--- config.mk ---
export PLATFORM = sky130hd
export DESIGN_NAME = lsrs_switch
export DESIGN_NICKNAME = d
export VERILOG_FILES = /design/src/lsrs_pkg.sv /design/src/lsrs_switch.sv /design/src/lsrs_route_map.sv
export SDC_FILE = /design/constraint.sdc
export NUM_CORES = 1
export LEC_CHECK = 0
export ABC_CLOCK_PERIOD_IN_PS = 2050
export CORE_MARGIN = 2
export CORE_UTILIZATION = 45
export DETAILED_ROUTE_END_ITERATION = 16
export DONT_BUFFER_PORTS = 1
export SKIP_CTS_REPAIR_TIMING = 1
export SYNTH_ARGS = -nofsm -noshare
export SYNTH_HDL_FRONTEND = slang
export SYNTH_SLANG_ARGS = --single-unit
--- constraint.sdc ---
create_clock -name core_clk_in -period 2.05 [get_ports core_clk_in]
set_input_delay 0.205 -clock core_clk_in [delete_from_list [all_inputs] [get_ports core_clk_in]]
set_output_delay 0.205 -clock core_clk_in [all_outputs]
set_load 0.02 [all_outputs]
--- src/lsrs_pkg.sv ---
package lsrs_pkg;

	// Bus geometry
	localparam int unsigned ADDR_W    = 8;
	localparam int unsigned DATA_W    = 32;
	localparam int unsigned REG_W     = 8;

	// Register indices; the byte address is four times the index
	localparam logic [5:0]  IDX_FAST   = 6'h00;
	localparam logic [5:0]  IDX_AUX    = 6'h01;
	localparam logic [5:0]  IDX_STATUS = 6'h02;
	localparam logic [1:0]  WORD_ALIGN = 2'h0;

	// Field layout of both routing control registers
	localparam int unsigned EN_BIT     = 6;
	localparam int unsigned MODE_LSB   = 4;
	localparam int unsigned SEL_LSB    = 0;

	// Field layout of the status register
	localparam int unsigned ST_STANDBY = 0;
	localparam int unsigned ST_AUX_ON  = 1;
	localparam int unsigned ST_FAST_REJ = 2;
	localparam int unsigned ST_AUX_REJ = 3;

	// Reset values
	localparam logic [7:0]  FAST_RESET = 8'h40;
	localparam logic [7:0]  AUX_RESET  = 8'h40;

	// Bundling mode codes
	localparam logic [1:0]  MODE_QUAD    = 2'h0;
	localparam logic [1:0]  MODE_DUAL    = 2'h1;
	localparam logic [1:0]  MODE_SINGLE  = 2'h2;
	localparam logic [1:0]  MODE_ILLEGAL = 2'h3;

	// Lane counts
	localparam int unsigned NUM_LANES = 16;
	localparam int unsigned OUT_LANES = 4;

	// One routing configuration as held in a control register
	typedef struct packed {
		logic       enable;
		logic [1:0] mode;
		logic [3:0] sel;
	} lsrs_cfg_s;

	// Source lane index for each of the four output bits
	typedef logic [3:0][3:0] lsrs_idx_t;

	// Registered APB answer
	typedef struct packed {
		logic [31:0] rdata;
		logic        ok;
	} lsrs_apb_ans_s;

endpackage

--- src/lsrs_switch.sv ---
// Our own choices: the address map and the APB slave port.
module lsrs_switch (
	// Clock, reset, enable
	input  wire logic        core_clk_in,
	input  wire logic        srst_in,
	input  wire logic        ce_in,
	// APB slave
	input  wire logic [7:0]  paddr_in,
	input  wire logic        psel_in,
	input  wire logic        penable_in,
	input  wire logic        pwrite_in,
	input  wire logic [31:0] pwdata_in,
	output logic      [31:0] prdata_out,
	output logic             pready_out,
	output logic             pslverr_out,
	// Fast lanes, A0..D3
	input  wire logic [15:0] fast_lane_in,
	output logic      [3:0]  fast_lane_out,
	output logic      [3:0]  fast_lane_oe_out,
	output logic             fast_standby_out,
	// Auxiliary signals, A0..D3, and the common port
	input  wire logic [15:0] aux_src_in,
	output logic      [3:0]  aux_com_out,
	output logic      [3:0]  aux_com_oe_out
);

	// Register file
	lsrs_pkg::lsrs_cfg_s     fast_cfg_reg;
	lsrs_pkg::lsrs_cfg_s     fast_cfg_next;
	lsrs_pkg::lsrs_cfg_s     aux_cfg_reg;
	lsrs_pkg::lsrs_cfg_s     aux_cfg_next;
	logic                    fast_rej_reg;
	logic                    fast_rej_next;
	logic                    aux_rej_reg;
	logic                    aux_rej_next;
	lsrs_pkg::lsrs_apb_ans_s ans_reg;
	lsrs_pkg::lsrs_apb_ans_s ans_next;

	// Pin synchronisers and filtered lanes
	logic [31:0]             pin_s1_reg;
	logic [31:0]             pin_s2_reg;
	logic [31:0]             pin_s3_reg;
	logic [31:0]             pin_filt_reg;
	logic [31:0]             pin_filt_next;
	logic [15:0]             fast_filt;
	logic [15:0]             aux_filt;

	// Routed outputs
	logic [3:0]              fast_lane_reg;
	logic [3:0]              fast_lane_next;
	logic [3:0]              aux_com_reg;
	logic [3:0]              aux_com_next;
	logic                    fast_on_reg;
	logic                    aux_on_reg;

	// Decode and datapath wires
	wire logic               hit_fast;
	wire logic               hit_aux;
	wire logic               hit_status;
	wire logic               hit_any;
	wire logic               access;
	wire logic               wr_fast;
	wire logic               wr_aux;
	wire logic [1:0]         wr_mode;
	wire logic               wr_illegal;
	wire logic [7:0]         status_byte;
	wire logic [7:0]         rd_byte;
	lsrs_pkg::lsrs_idx_t     fast_idx;
	lsrs_pkg::lsrs_idx_t     aux_idx;

	// Address decode shared by read and write paths
	function automatic logic reg_hit(input logic [7:0] addr, input logic [5:0] idx);
		reg_hit = (addr == {idx, lsrs_pkg::WORD_ALIGN});
	endfunction

	// Pick four lanes by index
	function automatic logic [3:0] pick_lanes(input logic [15:0] lanes, input lsrs_pkg::lsrs_idx_t idx);
		logic [3:0] res;
		res = 4'h0;
		for (int k = 0; k < lsrs_pkg::OUT_LANES; k++) begin
			res[k] = lanes[idx[k]];
		end
		return res;
	endfunction

	// Turn a written byte into a configuration, keeping the old mode on 11
	function automatic lsrs_pkg::lsrs_cfg_s load_cfg(input lsrs_pkg::lsrs_cfg_s old, input logic [7:0] wb);
		lsrs_pkg::lsrs_cfg_s res;
		res.enable = wb[lsrs_pkg::EN_BIT];
		res.sel    = wb[lsrs_pkg::SEL_LSB +: 4];
		res.mode   = (wb[lsrs_pkg::MODE_LSB +: 2] == lsrs_pkg::MODE_ILLEGAL) ? old.mode
		             : wb[lsrs_pkg::MODE_LSB +: 2];
		return res;
	endfunction

	// Register the configuration as a byte for read-back
	function automatic logic [7:0] cfg_byte(input lsrs_pkg::lsrs_cfg_s c);
		logic [7:0] res;
		res = 8'h00;
		res[lsrs_pkg::EN_BIT]        = c.enable;
		res[lsrs_pkg::MODE_LSB +: 2] = c.mode;
		res[lsrs_pkg::SEL_LSB +: 4]  = c.sel;
		return res;
	endfunction

	// APB decode; a write lands only on the completing access edge
	assign hit_fast   = reg_hit(paddr_in, lsrs_pkg::IDX_FAST);
	assign hit_aux    = reg_hit(paddr_in, lsrs_pkg::IDX_AUX);
	assign hit_status = reg_hit(paddr_in, lsrs_pkg::IDX_STATUS);
	assign hit_any    = hit_fast | hit_aux | hit_status;
	assign access     = psel_in & penable_in & pready_out;
	assign wr_fast    = access & pwrite_in & hit_fast;
	assign wr_aux     = access & pwrite_in & hit_aux;
	assign wr_mode    = pwdata_in[lsrs_pkg::MODE_LSB +: 2];
	assign wr_illegal = (wr_mode == lsrs_pkg::MODE_ILLEGAL);

	// Ready waits for one enabled edge in setup so read data is already registered
	assign pready_out  = ans_reg.ok & penable_in & ce_in;
	assign pslverr_out = pready_out & ~hit_any;
	assign prdata_out  = ans_reg.rdata;

	// Read mux; unmapped reads return zero
	assign status_byte = {4'h0, aux_rej_reg, fast_rej_reg, aux_on_reg, ~fast_on_reg};
	assign rd_byte     = hit_fast   ? cfg_byte(fast_cfg_reg) :
	                     hit_aux    ? cfg_byte(aux_cfg_reg)  :
	                     hit_status ? status_byte            : 8'h00;

	// Configuration updates; enable and select take the written value even on a rejected mode
	assign fast_cfg_next = wr_fast ? load_cfg(fast_cfg_reg, pwdata_in[7:0]) : fast_cfg_reg;
	assign aux_cfg_next  = wr_aux  ? load_cfg(aux_cfg_reg, pwdata_in[7:0])  : aux_cfg_reg;
	assign fast_rej_next = wr_fast ? wr_illegal : fast_rej_reg;
	assign aux_rej_next  = wr_aux  ? wr_illegal : aux_rej_reg;
	assign ans_next.ok    = psel_in & ~access;
	assign ans_next.rdata = {24'h000000, rd_byte};

	// Register file; the whole block holds still while ce_in is low
	always_ff @(posedge core_clk_in) begin
		if (srst_in) begin
			fast_cfg_reg <= lsrs_pkg::lsrs_cfg_s'(lsrs_pkg::FAST_RESET[6:0]);
			aux_cfg_reg  <= lsrs_pkg::lsrs_cfg_s'(lsrs_pkg::AUX_RESET[6:0]);
			fast_rej_reg <= 1'b0;
			aux_rej_reg  <= 1'b0;
			ans_reg      <= '0;
		end else if (ce_in) begin
			fast_cfg_reg <= fast_cfg_next;
			aux_cfg_reg  <= aux_cfg_next;
			fast_rej_reg <= fast_rej_next;
			aux_rej_reg  <= aux_rej_next;
			ans_reg      <= ans_next;
		end
	end

	// A pin change is accepted only once two later stages agree, which rejects one-cycle glitches
	assign pin_filt_next = (pin_s2_reg == pin_s3_reg) ? pin_s3_reg : pin_filt_reg;
	assign fast_filt     = pin_filt_reg[15:0];
	assign aux_filt      = pin_filt_reg[31:16];

	// Three-stage pin synchroniser
	always_ff @(posedge core_clk_in) begin
		if (srst_in) begin
			pin_s1_reg   <= 32'h00000000;
			pin_s2_reg   <= 32'h00000000;
			pin_s3_reg   <= 32'h00000000;
			pin_filt_reg <= 32'h00000000;
		end else if (ce_in) begin
			pin_s1_reg   <= {aux_src_in, fast_lane_in};
			pin_s2_reg   <= pin_s1_reg;
			pin_s3_reg   <= pin_s2_reg;
			pin_filt_reg <= pin_filt_next;
		end
	end

	// Lane index maps for the two switches
	lsrs_route_map u_fast_map (
		.cfg_in       (fast_cfg_reg),
		.aux_style_in (1'b0),
		.idx_out      (fast_idx)
	);

	lsrs_route_map u_aux_map (
		.cfg_in       (aux_cfg_reg),
		.aux_style_in (1'b1),
		.idx_out      (aux_idx)
	);

	// Disabled paths drive zero so a stale lane never leaks out
	assign fast_lane_next = fast_cfg_reg.enable ? pick_lanes(fast_filt, fast_idx) : 4'h0;
	assign aux_com_next   = aux_cfg_reg.enable  ? pick_lanes(aux_filt, aux_idx)   : 4'h0;

	// Routed outputs and their enables
	always_ff @(posedge core_clk_in) begin
		if (srst_in) begin
			fast_lane_reg <= 4'h0;
			aux_com_reg   <= 4'h0;
			fast_on_reg   <= 1'b0;
			aux_on_reg    <= 1'b0;
		end else if (ce_in) begin
			fast_lane_reg <= fast_lane_next;
			aux_com_reg   <= aux_com_next;
			fast_on_reg   <= fast_cfg_reg.enable;
			aux_on_reg    <= aux_cfg_reg.enable;
		end
	end

	assign fast_lane_out    = fast_lane_reg;
	assign fast_lane_oe_out = {4{fast_on_reg}};
	assign fast_standby_out = ~fast_on_reg;
	assign aux_com_out      = aux_com_reg;
	assign aux_com_oe_out   = {4{aux_on_reg}};
endmodule // lsrs_switch

--- src/lsrs_route_map.sv ---
// Turns a mode and a source select into one source lane index per output bit
module lsrs_route_map (
	// Configuration
	input  wire lsrs_pkg::lsrs_cfg_s cfg_in,
	input  wire logic                aux_style_in,
	// Lane indices, lanes ordered A0..A3, B0..B3, C0..C3, D0..D3
	output lsrs_pkg::lsrs_idx_t      idx_out
);

	// Candidate maps for each mode
	lsrs_pkg::lsrs_idx_t quad_idx;
	lsrs_pkg::lsrs_idx_t dual_fast_idx;
	lsrs_pkg::lsrs_idx_t dual_aux_idx;
	lsrs_pkg::lsrs_idx_t single_idx;
	lsrs_pkg::lsrs_idx_t dual_idx;

	// Quad: whole source by the low two select bits, upper bits ignored
	assign quad_idx[0] = {cfg_in.sel[1:0], 2'h0};
	assign quad_idx[1] = {cfg_in.sel[1:0], 2'h1};
	assign quad_idx[2] = {cfg_in.sel[1:0], 2'h2};
	assign quad_idx[3] = {cfg_in.sel[1:0], 2'h3};

	// Fast dual: pair n is lanes 2n and 2n+1, low lane on bits 1:0
	assign dual_fast_idx[0] = {cfg_in.sel[2:0], 1'b0};
	assign dual_fast_idx[1] = {cfg_in.sel[2:0], 1'b0};
	assign dual_fast_idx[2] = {cfg_in.sel[2:0], 1'b1};
	assign dual_fast_idx[3] = {cfg_in.sel[2:0], 1'b1};

	// Aux dual: A or B on bits 1:0, C or D of the same channel on bits 3:2
	assign dual_aux_idx[0] = {1'b0, cfg_in.sel[2:0]};
	assign dual_aux_idx[1] = {1'b0, cfg_in.sel[2:0]};
	assign dual_aux_idx[2] = {1'b1, cfg_in.sel[2:0]};
	assign dual_aux_idx[3] = {1'b1, cfg_in.sel[2:0]};

	// Single: one lane of sixteen, copied onto every output bit
	assign single_idx = {4{cfg_in.sel}};

	assign dual_idx = aux_style_in ? dual_aux_idx : dual_fast_idx;

	// Illegal code is never held, so it falls back to quad
	assign idx_out = (cfg_in.mode == lsrs_pkg::MODE_DUAL)   ? dual_idx   :
	                 (cfg_in.mode == lsrs_pkg::MODE_SINGLE) ? single_idx :
	                 quad_idx;

endmodule // lsrs_route_map

==> impl_results.md, run 1 <==
- Outcome: finished, violations left
- Failing checks: negative hold slack
- Tcrit/Tclk final: 96.3%
- R2R setup slack: 0.08 ns
- Die Area: 18700 um2
- FF-to-FF End: fast_lane_out[2]
- Syn Inst Count: 886
- Dpl hpwl: 12100 um
- Initial core utilization: 46.0%
- Clock Path Buffers: 2
- Vias per cell: 5.24
- Grt ovf: 0
- Ranking of synthesized cells by area: dfxtp_1 (41%), mux2i_1 (19%), nor2_1 (8.5%), buf_4 (4.2%), xor2_1 (3.4%)
- IO buf count: 0
- Initial antenna violation count: 0
- Num CTS Buffers: 17
- Arrival @ worst endpoint: 2.29 ns
- Avg Synthesized Cell Area: 8.97 um2
- Crit. End Element: flop
- Combinational family with the most area after synthesis: multiplexers
- PnR Total Power: 0.00699 W
- CP Launch Type: flop
- Hold Fails Final Rpt: 51
- Post-Synthesis Cell Area: 7950 um2
- Slowest library cell on the worst path: dfxtp_4
- Filler cells: 1582
- CP Max Fanout: 5
- Leakage: 4.65 nW
- Synth cell types: 55
- Register area share after synthesis: 40.8%
- Largest net degree at the start of global routing: 157
- Mux cell area share after synthesis: 20.9%
- Tot GR Track Use: 19.3%
- Via Count: 6387
- Share of layout cells above drive strength 1: 10.8%
- Hold Crit Class: input port to flop
- Slew Viols, Final: 0
- Max Clk Rate: 507 MHz
- Die height: 137 um
- Inst Count DP: 1082
- Most used cell, CP: mux2_4
- Drt total wl: 18800 um
- Worst Path Required: 2.37 ns
- Hold Path Sink: aux_cfg_reg[4]
- Setup Viol. Count Final: 0
- Synth Area in XOR/XNOR: 3.84%
- Root buf cell: clkbuf_16
- CTS tree: done
- Vias in the first global route: 5498
- Synth Area in Adders: 0%
- First-pass GRT wire length: 28400 um
- Reg2reg start: fast_cfg_reg[4]
- Post-Synth Simple-Gate Area: 15.8%
- FP Rows: 48
- Min-delay src: srst_in
- Yosys reg bits: 162
- Final period demand of the worst path: 1.97 ns
- Diodes inserted: 0
- CORE AREA: 17300 um2
- Slowest cell delay on critical path: 0.37 ns
- Skew final: 0.0129 ns
- RSZ-0062 raised after global routing: yes
- WHS Path Cells: 1
- Crit path kind: flop to flop
- Post-route ant nets: 0
- Ys flop type: dfxtp_1
- Leading area contributor after synthesis: dfxtp_1
- FFs w/ async S/R, synth: 0%
- Chip width: 137 um
- Max-slew headroom: 53.2%
- I/O pin cnt: 129
- DRC Markers: 0
- DRT Pass-1 Iters: 5
- H-tree level count: 4
- Maximum vdd drop: 0.644 mV
- Max Cap Viol: 0
- Synthesis-to-finish area growth: 23.8%
- Clock latency on the worst-skew pair: 0.43 ns
- Post-synth EDFFs: 0
- Cells along the critical path: mux2_4 > mux2_4 > mux2_4 > o21ai_2 > nor3_2 > a221o_1
- Clock transition at path regs: 0.07 ns
- Yosys top cell area share: 40.8%
- Power Density: 710 nW/um2
- DR WL/cell: 15.4 um
- Fin nets: 1058
- DR iter-0 viols: 411
- Synth warn: 0
- Layout Cells excl Fill: 1218
- TritonCTS Sinks: 162
- Hold slack: -0.117 ns
- Worst-Margin Slew: 0.695 ns
- Placer congestion estimate: 0.899
- Compound-Gate Fraction of Synth Area: 11.1%
- Reg2reg path depth: 6
## power breakdown
group          internal (W)  leakage [nW]  switching [W]  total, W
Sequential          0.00322          1.32      0.0000588   0.00328
Combinational      0.000261          3.05       0.000197  0.000458
Clock               0.00177         0.287        0.00148   0.00325
Total               0.00525          4.65        0.00173   0.00699
## worst max-delay path, delay by kind of cell, from the launching register on
kind	cells	cell delay, ns
compound gates	2	0.47
flops	1	0.37
mux	3	0.96
simple gates	1	0.06
## synth_stat cells (5+ instances only)
cell / instances
nand3_1: 16
o21ai_0: 24
mux2_2: 6
xor2_1: 31
a211oi_1: 9
buf_4: 44
inv_1: 11
nand2_1: 25
nor4_1: 7
clkbuf_1: 35
a21oi_1: 27
a211o_1: 6
nor3_1: 9
o221ai_1: 8
o211ai_1: 6
buf_2: 5
nor2_1: 181
mux2i_1: 152
nand2b_1: 19
o22ai_1: 17
nor2b_1: 8
o21a_1: 5
buf_1: 11
dfxtp_1: 162
## layer usage
metal / global-route usage, % / wire length, um / up-vias
li1: - / - / 3223
met1: 26.5 / 8980 / 2980
met2: 29.1 / 8550 / 160
met3: 5.44 / 948 / 24
met4: 6.47 / 278 / 0
met5: 0 / 0 / -
## placed cells by master, fill, tap and decap left out, types with 4 or more instances in the layout
master           n
a211oi_1         9
mux2_4           5
or2_2            4
o21ai_0         23
inv_1           11
a21oi_1         27
o211ai_1         6
o221ai_1         7
o31ai_1          4
a211o_1          6
inv_8            4
nor2b_1          8
buf_4           42
nor4_1           7
xor2_1          31
conb_1          25
nor2_1         181
nor3_1           7
o21a_1           5
inv_6            4
mux2_2           5
dfxtp_1        158
dlygate4sd3_1  104
mux2i_1        151
o22ai_1         17
o32ai_1          4
a21o_1           4
nand2_1         25
clkbuf_16       17
nand2b_1        19
nand3_1         16
## cells by family (layout without fill, tap and decap cells)
kind of cell / after synthesis / in the layout
AND/OR/NAND/NOR: 284 / 284
multiplexers: 163 / 163
flip-flops: 162 / 162
AO/OA/AOI/OAI: 133 / 133
buffers and inverters: 109 / 192
XOR/XNOR: 34 / 34
other: 1 / 25
## through the flow
| stage | hold slack, ns | util (%) | setup slack, ns | area [um2] | TNS, ns |
|---|---|---|---|---|---|
| 6_report | -0.117 | 56.9 | 0.0765 | 9840 | 0 |
| 5_1_grt | -0.155 | 56.9 | -0.0193 | 9840 | -0.0445 |
| 4_1_cts | -0.176 | 50.3 | -0.0320 | 8710 | -0.0345 |
| 3_5_place_dp | 0.287 | 46.8 | -0.00590 | 8100 | -0.00590 |
| 3_3_place_gp | 0.287 | 46.8 | -0.0291 | 8100 | -0.0291 |
| 2_1_floorplan | 0.323 | - | 0.0804 | 8040 | 0 |
## worst max path at each step
stage / from / to
floorplan: fast_cfg_reg[4] / fast_lane_out[2]
global placement: fast_cfg_reg[4] / fast_lane_out[2]
detailed placement: fast_cfg_reg[4] / fast_lane_out[2]
CTS: fast_cfg_reg[4] / fast_lane_out[2]
global route: pin_s2_reg[26] / pin_filt_reg[13]
finish: fast_cfg_reg[4] / fast_lane_out[2]
## final cells by class
| cell class | count | area, um2 | share of cell area [%] |
|---|---|---|---|
| timing repair buffer | 148 | 1400 | 14.2 |
| clock inverter | 14 | 165 | 1.68 |
| inverter | 12 | 45.0 | 0.458 |
| tap | 225 | 282 | 2.86 |
| sequential | 162 | 3250 | 33.0 |
| clock buffer | 18 | 439 | 4.46 |
| multi-input combinational | 639 | 4260 | 43.3 |
Power figures use the tool's default switching activity.
==> run 2: changes to the inputs <==
- ABC_CLOCK_PERIOD_IN_PS: 2050 -> 1800
- clock period: 2.05 -> 1.8 ns (I/O delays scaled with it)
==> run 2 against run 1 <==
Net effect: register-to-register slack worse by 0.21 ns; critical path type unchanged; the flow finishes with violations (negative hold slack, negative setup slack); via count is 5.2% higher; critical endpoint is now pin_filt_reg[16]; count of clock-buffer cells in the layout is 3 higher; wire length is 7.2% higher; largest power group unchanged.
==> impl_results.md, run 2 (synthesis results as in run 1) <==
- Most common cell after layout, fill and taps aside: nor2_1
- Fin nets: 1124 (+6.2%)
- Max Clk Rate: 518 MHz (+2.2%)
- Clock transition at path regs: 0.07 ns (about the same)
- Initial antenna violation count: 0 (unchanged)
- Hold Crit Class: input port to flop
- Die Area: 18700 um2 (unchanged)
- Routing usage on met1: 26.1% (-0.35 points)
- WHS Path Cells: 1 (unchanged)
- Drt total wl: 20100 um (+7.2%)
- Diodes inserted: 0 (unchanged)
- RSZ-0062 raised after global routing: yes
- Clock Path Buffers: 2 (unchanged)
- Hold Fails Final Rpt: 55 (+7.8%)
- Via Count: 6716 (+5.2%)
- IO buf count: 0 (unchanged)
- FP Rows: 48 (unchanged)
- CP Launch Type: flop
- Post-route ant nets: 0 (unchanged)
- Final period demand of the worst path: 1.93 ns (-0.0420 ns)
- Initial core utilization: 46.0% (unchanged)
- Grt ovf: 0 (unchanged)
- Worst Path Required: 2.12 ns (-0.25 ns)
- Skew final: 0.0116 ns (-0.00133 ns)
- Reg2reg path depth: 7 (+1)
- DR WL/cell: 15.7 um (+1.8%)
- Num CTS Buffers: 17 (unchanged)
- Setup WS post-layout: -0.132 ns (-0.208 ns)
- Power Density: 745 nW/um2 (+4.9%)
- Setup Viol. Count Final: 35 (+35)
- DRC Markers: 0 (unchanged)
- Buf/Inv on CP: 1 (+1)
- Placed inst area: 8620 um2 (+6.4%)
- Top delay family on crit path: simple AND/OR/NAND/NOR gates
- Cells along the critical path: xor2_1 > nor4_2 > nand4_1 > or3_4 > buf_12 > mux2i_2 > nor2_1
- Slowest library cell on the worst path: or3_4
- Vias per cell: 5.23 (-0.18%)
- Met2 Use GR: 31.3% (+2.2 points)
- I/O pin cnt: 129 (unchanged)
- Largest net degree at the start of global routing: 157 (unchanged)
- Tcrit/Tclk final: 107% (+11 points)
- DR iter-0 viols: 309 (-25%)
- Maximum vdd drop: 0.697 mV (+8.2%)
- Die height: 137 um (unchanged)
- DRT Pass-1 Iters: 5 (unchanged)
- Met3 Resource Use GR: 5.41% (-0.037 points)
- Root buf cell: clkbuf_16
- Placer congestion estimate: 0.898 (-0.11%)
- Outcome: finished, violations left
- FF-to-FF End: pin_filt_reg[16]
- Reg2reg start: pin_s3_reg[16]
- Failing checks: negative hold slack, negative setup slack
- Slew Viols, Final: 0 (unchanged)
- Hold slack: -0.173 ns (-0.0562 ns)
- CORE AREA: 17300 um2 (unchanged)
- Hold Path Sink: prdata_out[4]
- Slowest cell delay on critical path: 0.38 ns (about the same)
- Leakage: 5.00 nW (+7.4%)
- Most Crowded Layer GR: met2
- Share of layout cells above drive strength 1: 18.4% (+7.7 points)
- Dpl hpwl: 12900 um (+6.8%)
- Clock latency on the worst-skew pair: 0.43 ns (about the same)
- Crit. End Element: flop
- Tot GR Track Use: 20.1% (+0.79 points)
- Arrival @ worst endpoint: 2.25 ns (-0.04 ns)
- Crit path kind: flop to flop
- CP Max Fanout: 17 (+12)
- Chip width: 137 um (unchanged)
- Max Cap Viol: 0 (unchanged)
- CTS tree: done
- PnR Total Power: 0.00780 W (+12%)
- Finished layout cell area: 10500 um2 (+6.4%)
- Min-delay src: srst_in
- Vias in the first global route: 5809 (+5.7%)
- Synthesis-to-finish area growth: 31.8%
- R2R setup slack: -0.13 ns (-0.21 ns)
- TritonCTS Sinks: 162 (unchanged)
- First-pass GRT wire length: 29200 um (+3.1%)
- Most used cells in the layout excluding fill and tap cells: nor2_1 (181), dfxtp_1 (156), mux2i_1 (150), buf_4 (102), dlygate4sd3_1 (99)
- H-tree level count: 4 (unchanged)
run 2: cell count changes in the layout (fill, tap and decap cells not counted), moves of 4 or more:
cell | previous run | this run
buf_6 | 0 | 9
inv_8 | 4 | 0
buf_4 | 42 | 102
dlygate4sd3_1 | 104 | 99
run 2: worst max path at each step:
| stage | startpoint | end | slack [ns] | depth (start not counted) |
|---|---|---|---|---|
| after CTS | pin_s3_reg[5] | pin_filt_reg[16] | -0.23 | 7 |
| after floorplan | fast_cfg_reg[1] | fast_lane_out[2] | -0.11 | 8 |
| after global placement | pin_s3_reg[5] | pin_filt_reg[27] | -0.19 | 7 |
| after detailed placement | pin_s2_reg[26] | pin_filt_reg[21] | -0.20 | 8 |
| final | pin_s3_reg[16] | pin_filt_reg[16] | -0.13 | 7 |
| after global routing | pin_s2_reg[14] | pin_filt_reg[16] | -0.23 | 7 |
run 2: layer usage:
metal  part of all wire [%]  vias to the layer above  routed length (um)
met3                    5.6                       45                1130
met1                     45                     3148                9130
li1                       -                     3343                   -
met2                     46                      180                9340
met4                    2.6                        0                 519
met5                      0                        -                   0
run 2: power breakdown:
group / total (W) / internal (W) / leakage (nW) / switching [W]
clock network: 0.00350 / 0.00198 / 0.266 / 0.00152
logic: 0.000569 / 0.000324 / 3.41 / 0.000245
registers: 0.00373 / 0.00367 / 1.32 / 0.0000642
total: 0.00780 / 0.00597 / 5.00 / 0.00183
run 2: through the flow:
step / utilization [%] / hold WS, ns / TNS (ns) / std cells / setup WS (ns)
2_1_floorplan: - / 0.298 / -0.108 / 910 / -0.108
3_3_place_gp: 49.8 / 0.264 / -6.15 / 1147 / -0.194
3_5_place_dp: 49.8 / 0.263 / -6.21 / 1147 / -0.198
4_1_cts: 53.1 / -0.192 / -6.94 / 1178 / -0.229
5_1_grt: 60.6 / -0.188 / -6.30 / 1283 / -0.227
6_report: 60.6 / -0.173 / -3.17 / 1283 / -0.132
run 2: area by class of cell:
cell class	instances	area (um2)
Tap cell	225	282
Clock buffer	21	460
Sequential cell	162	3260
Inverter	12	45.0
Clock inverter	10	101
Multi-Input combinational cell	639	4400
Fill cell	1527	6820
Timing Repair Buffer	214	1930
run 2: worst reg2reg max path, stage by stage, from the launching register on:
cell	delay [ns]
dfxtp_1	0.34
xor2_1	0.20
nor4_2	0.34
nand4_1	0.14
or3_4	0.38
buf_12	0.18
mux2i_2	0.18
nor2_1	0.06
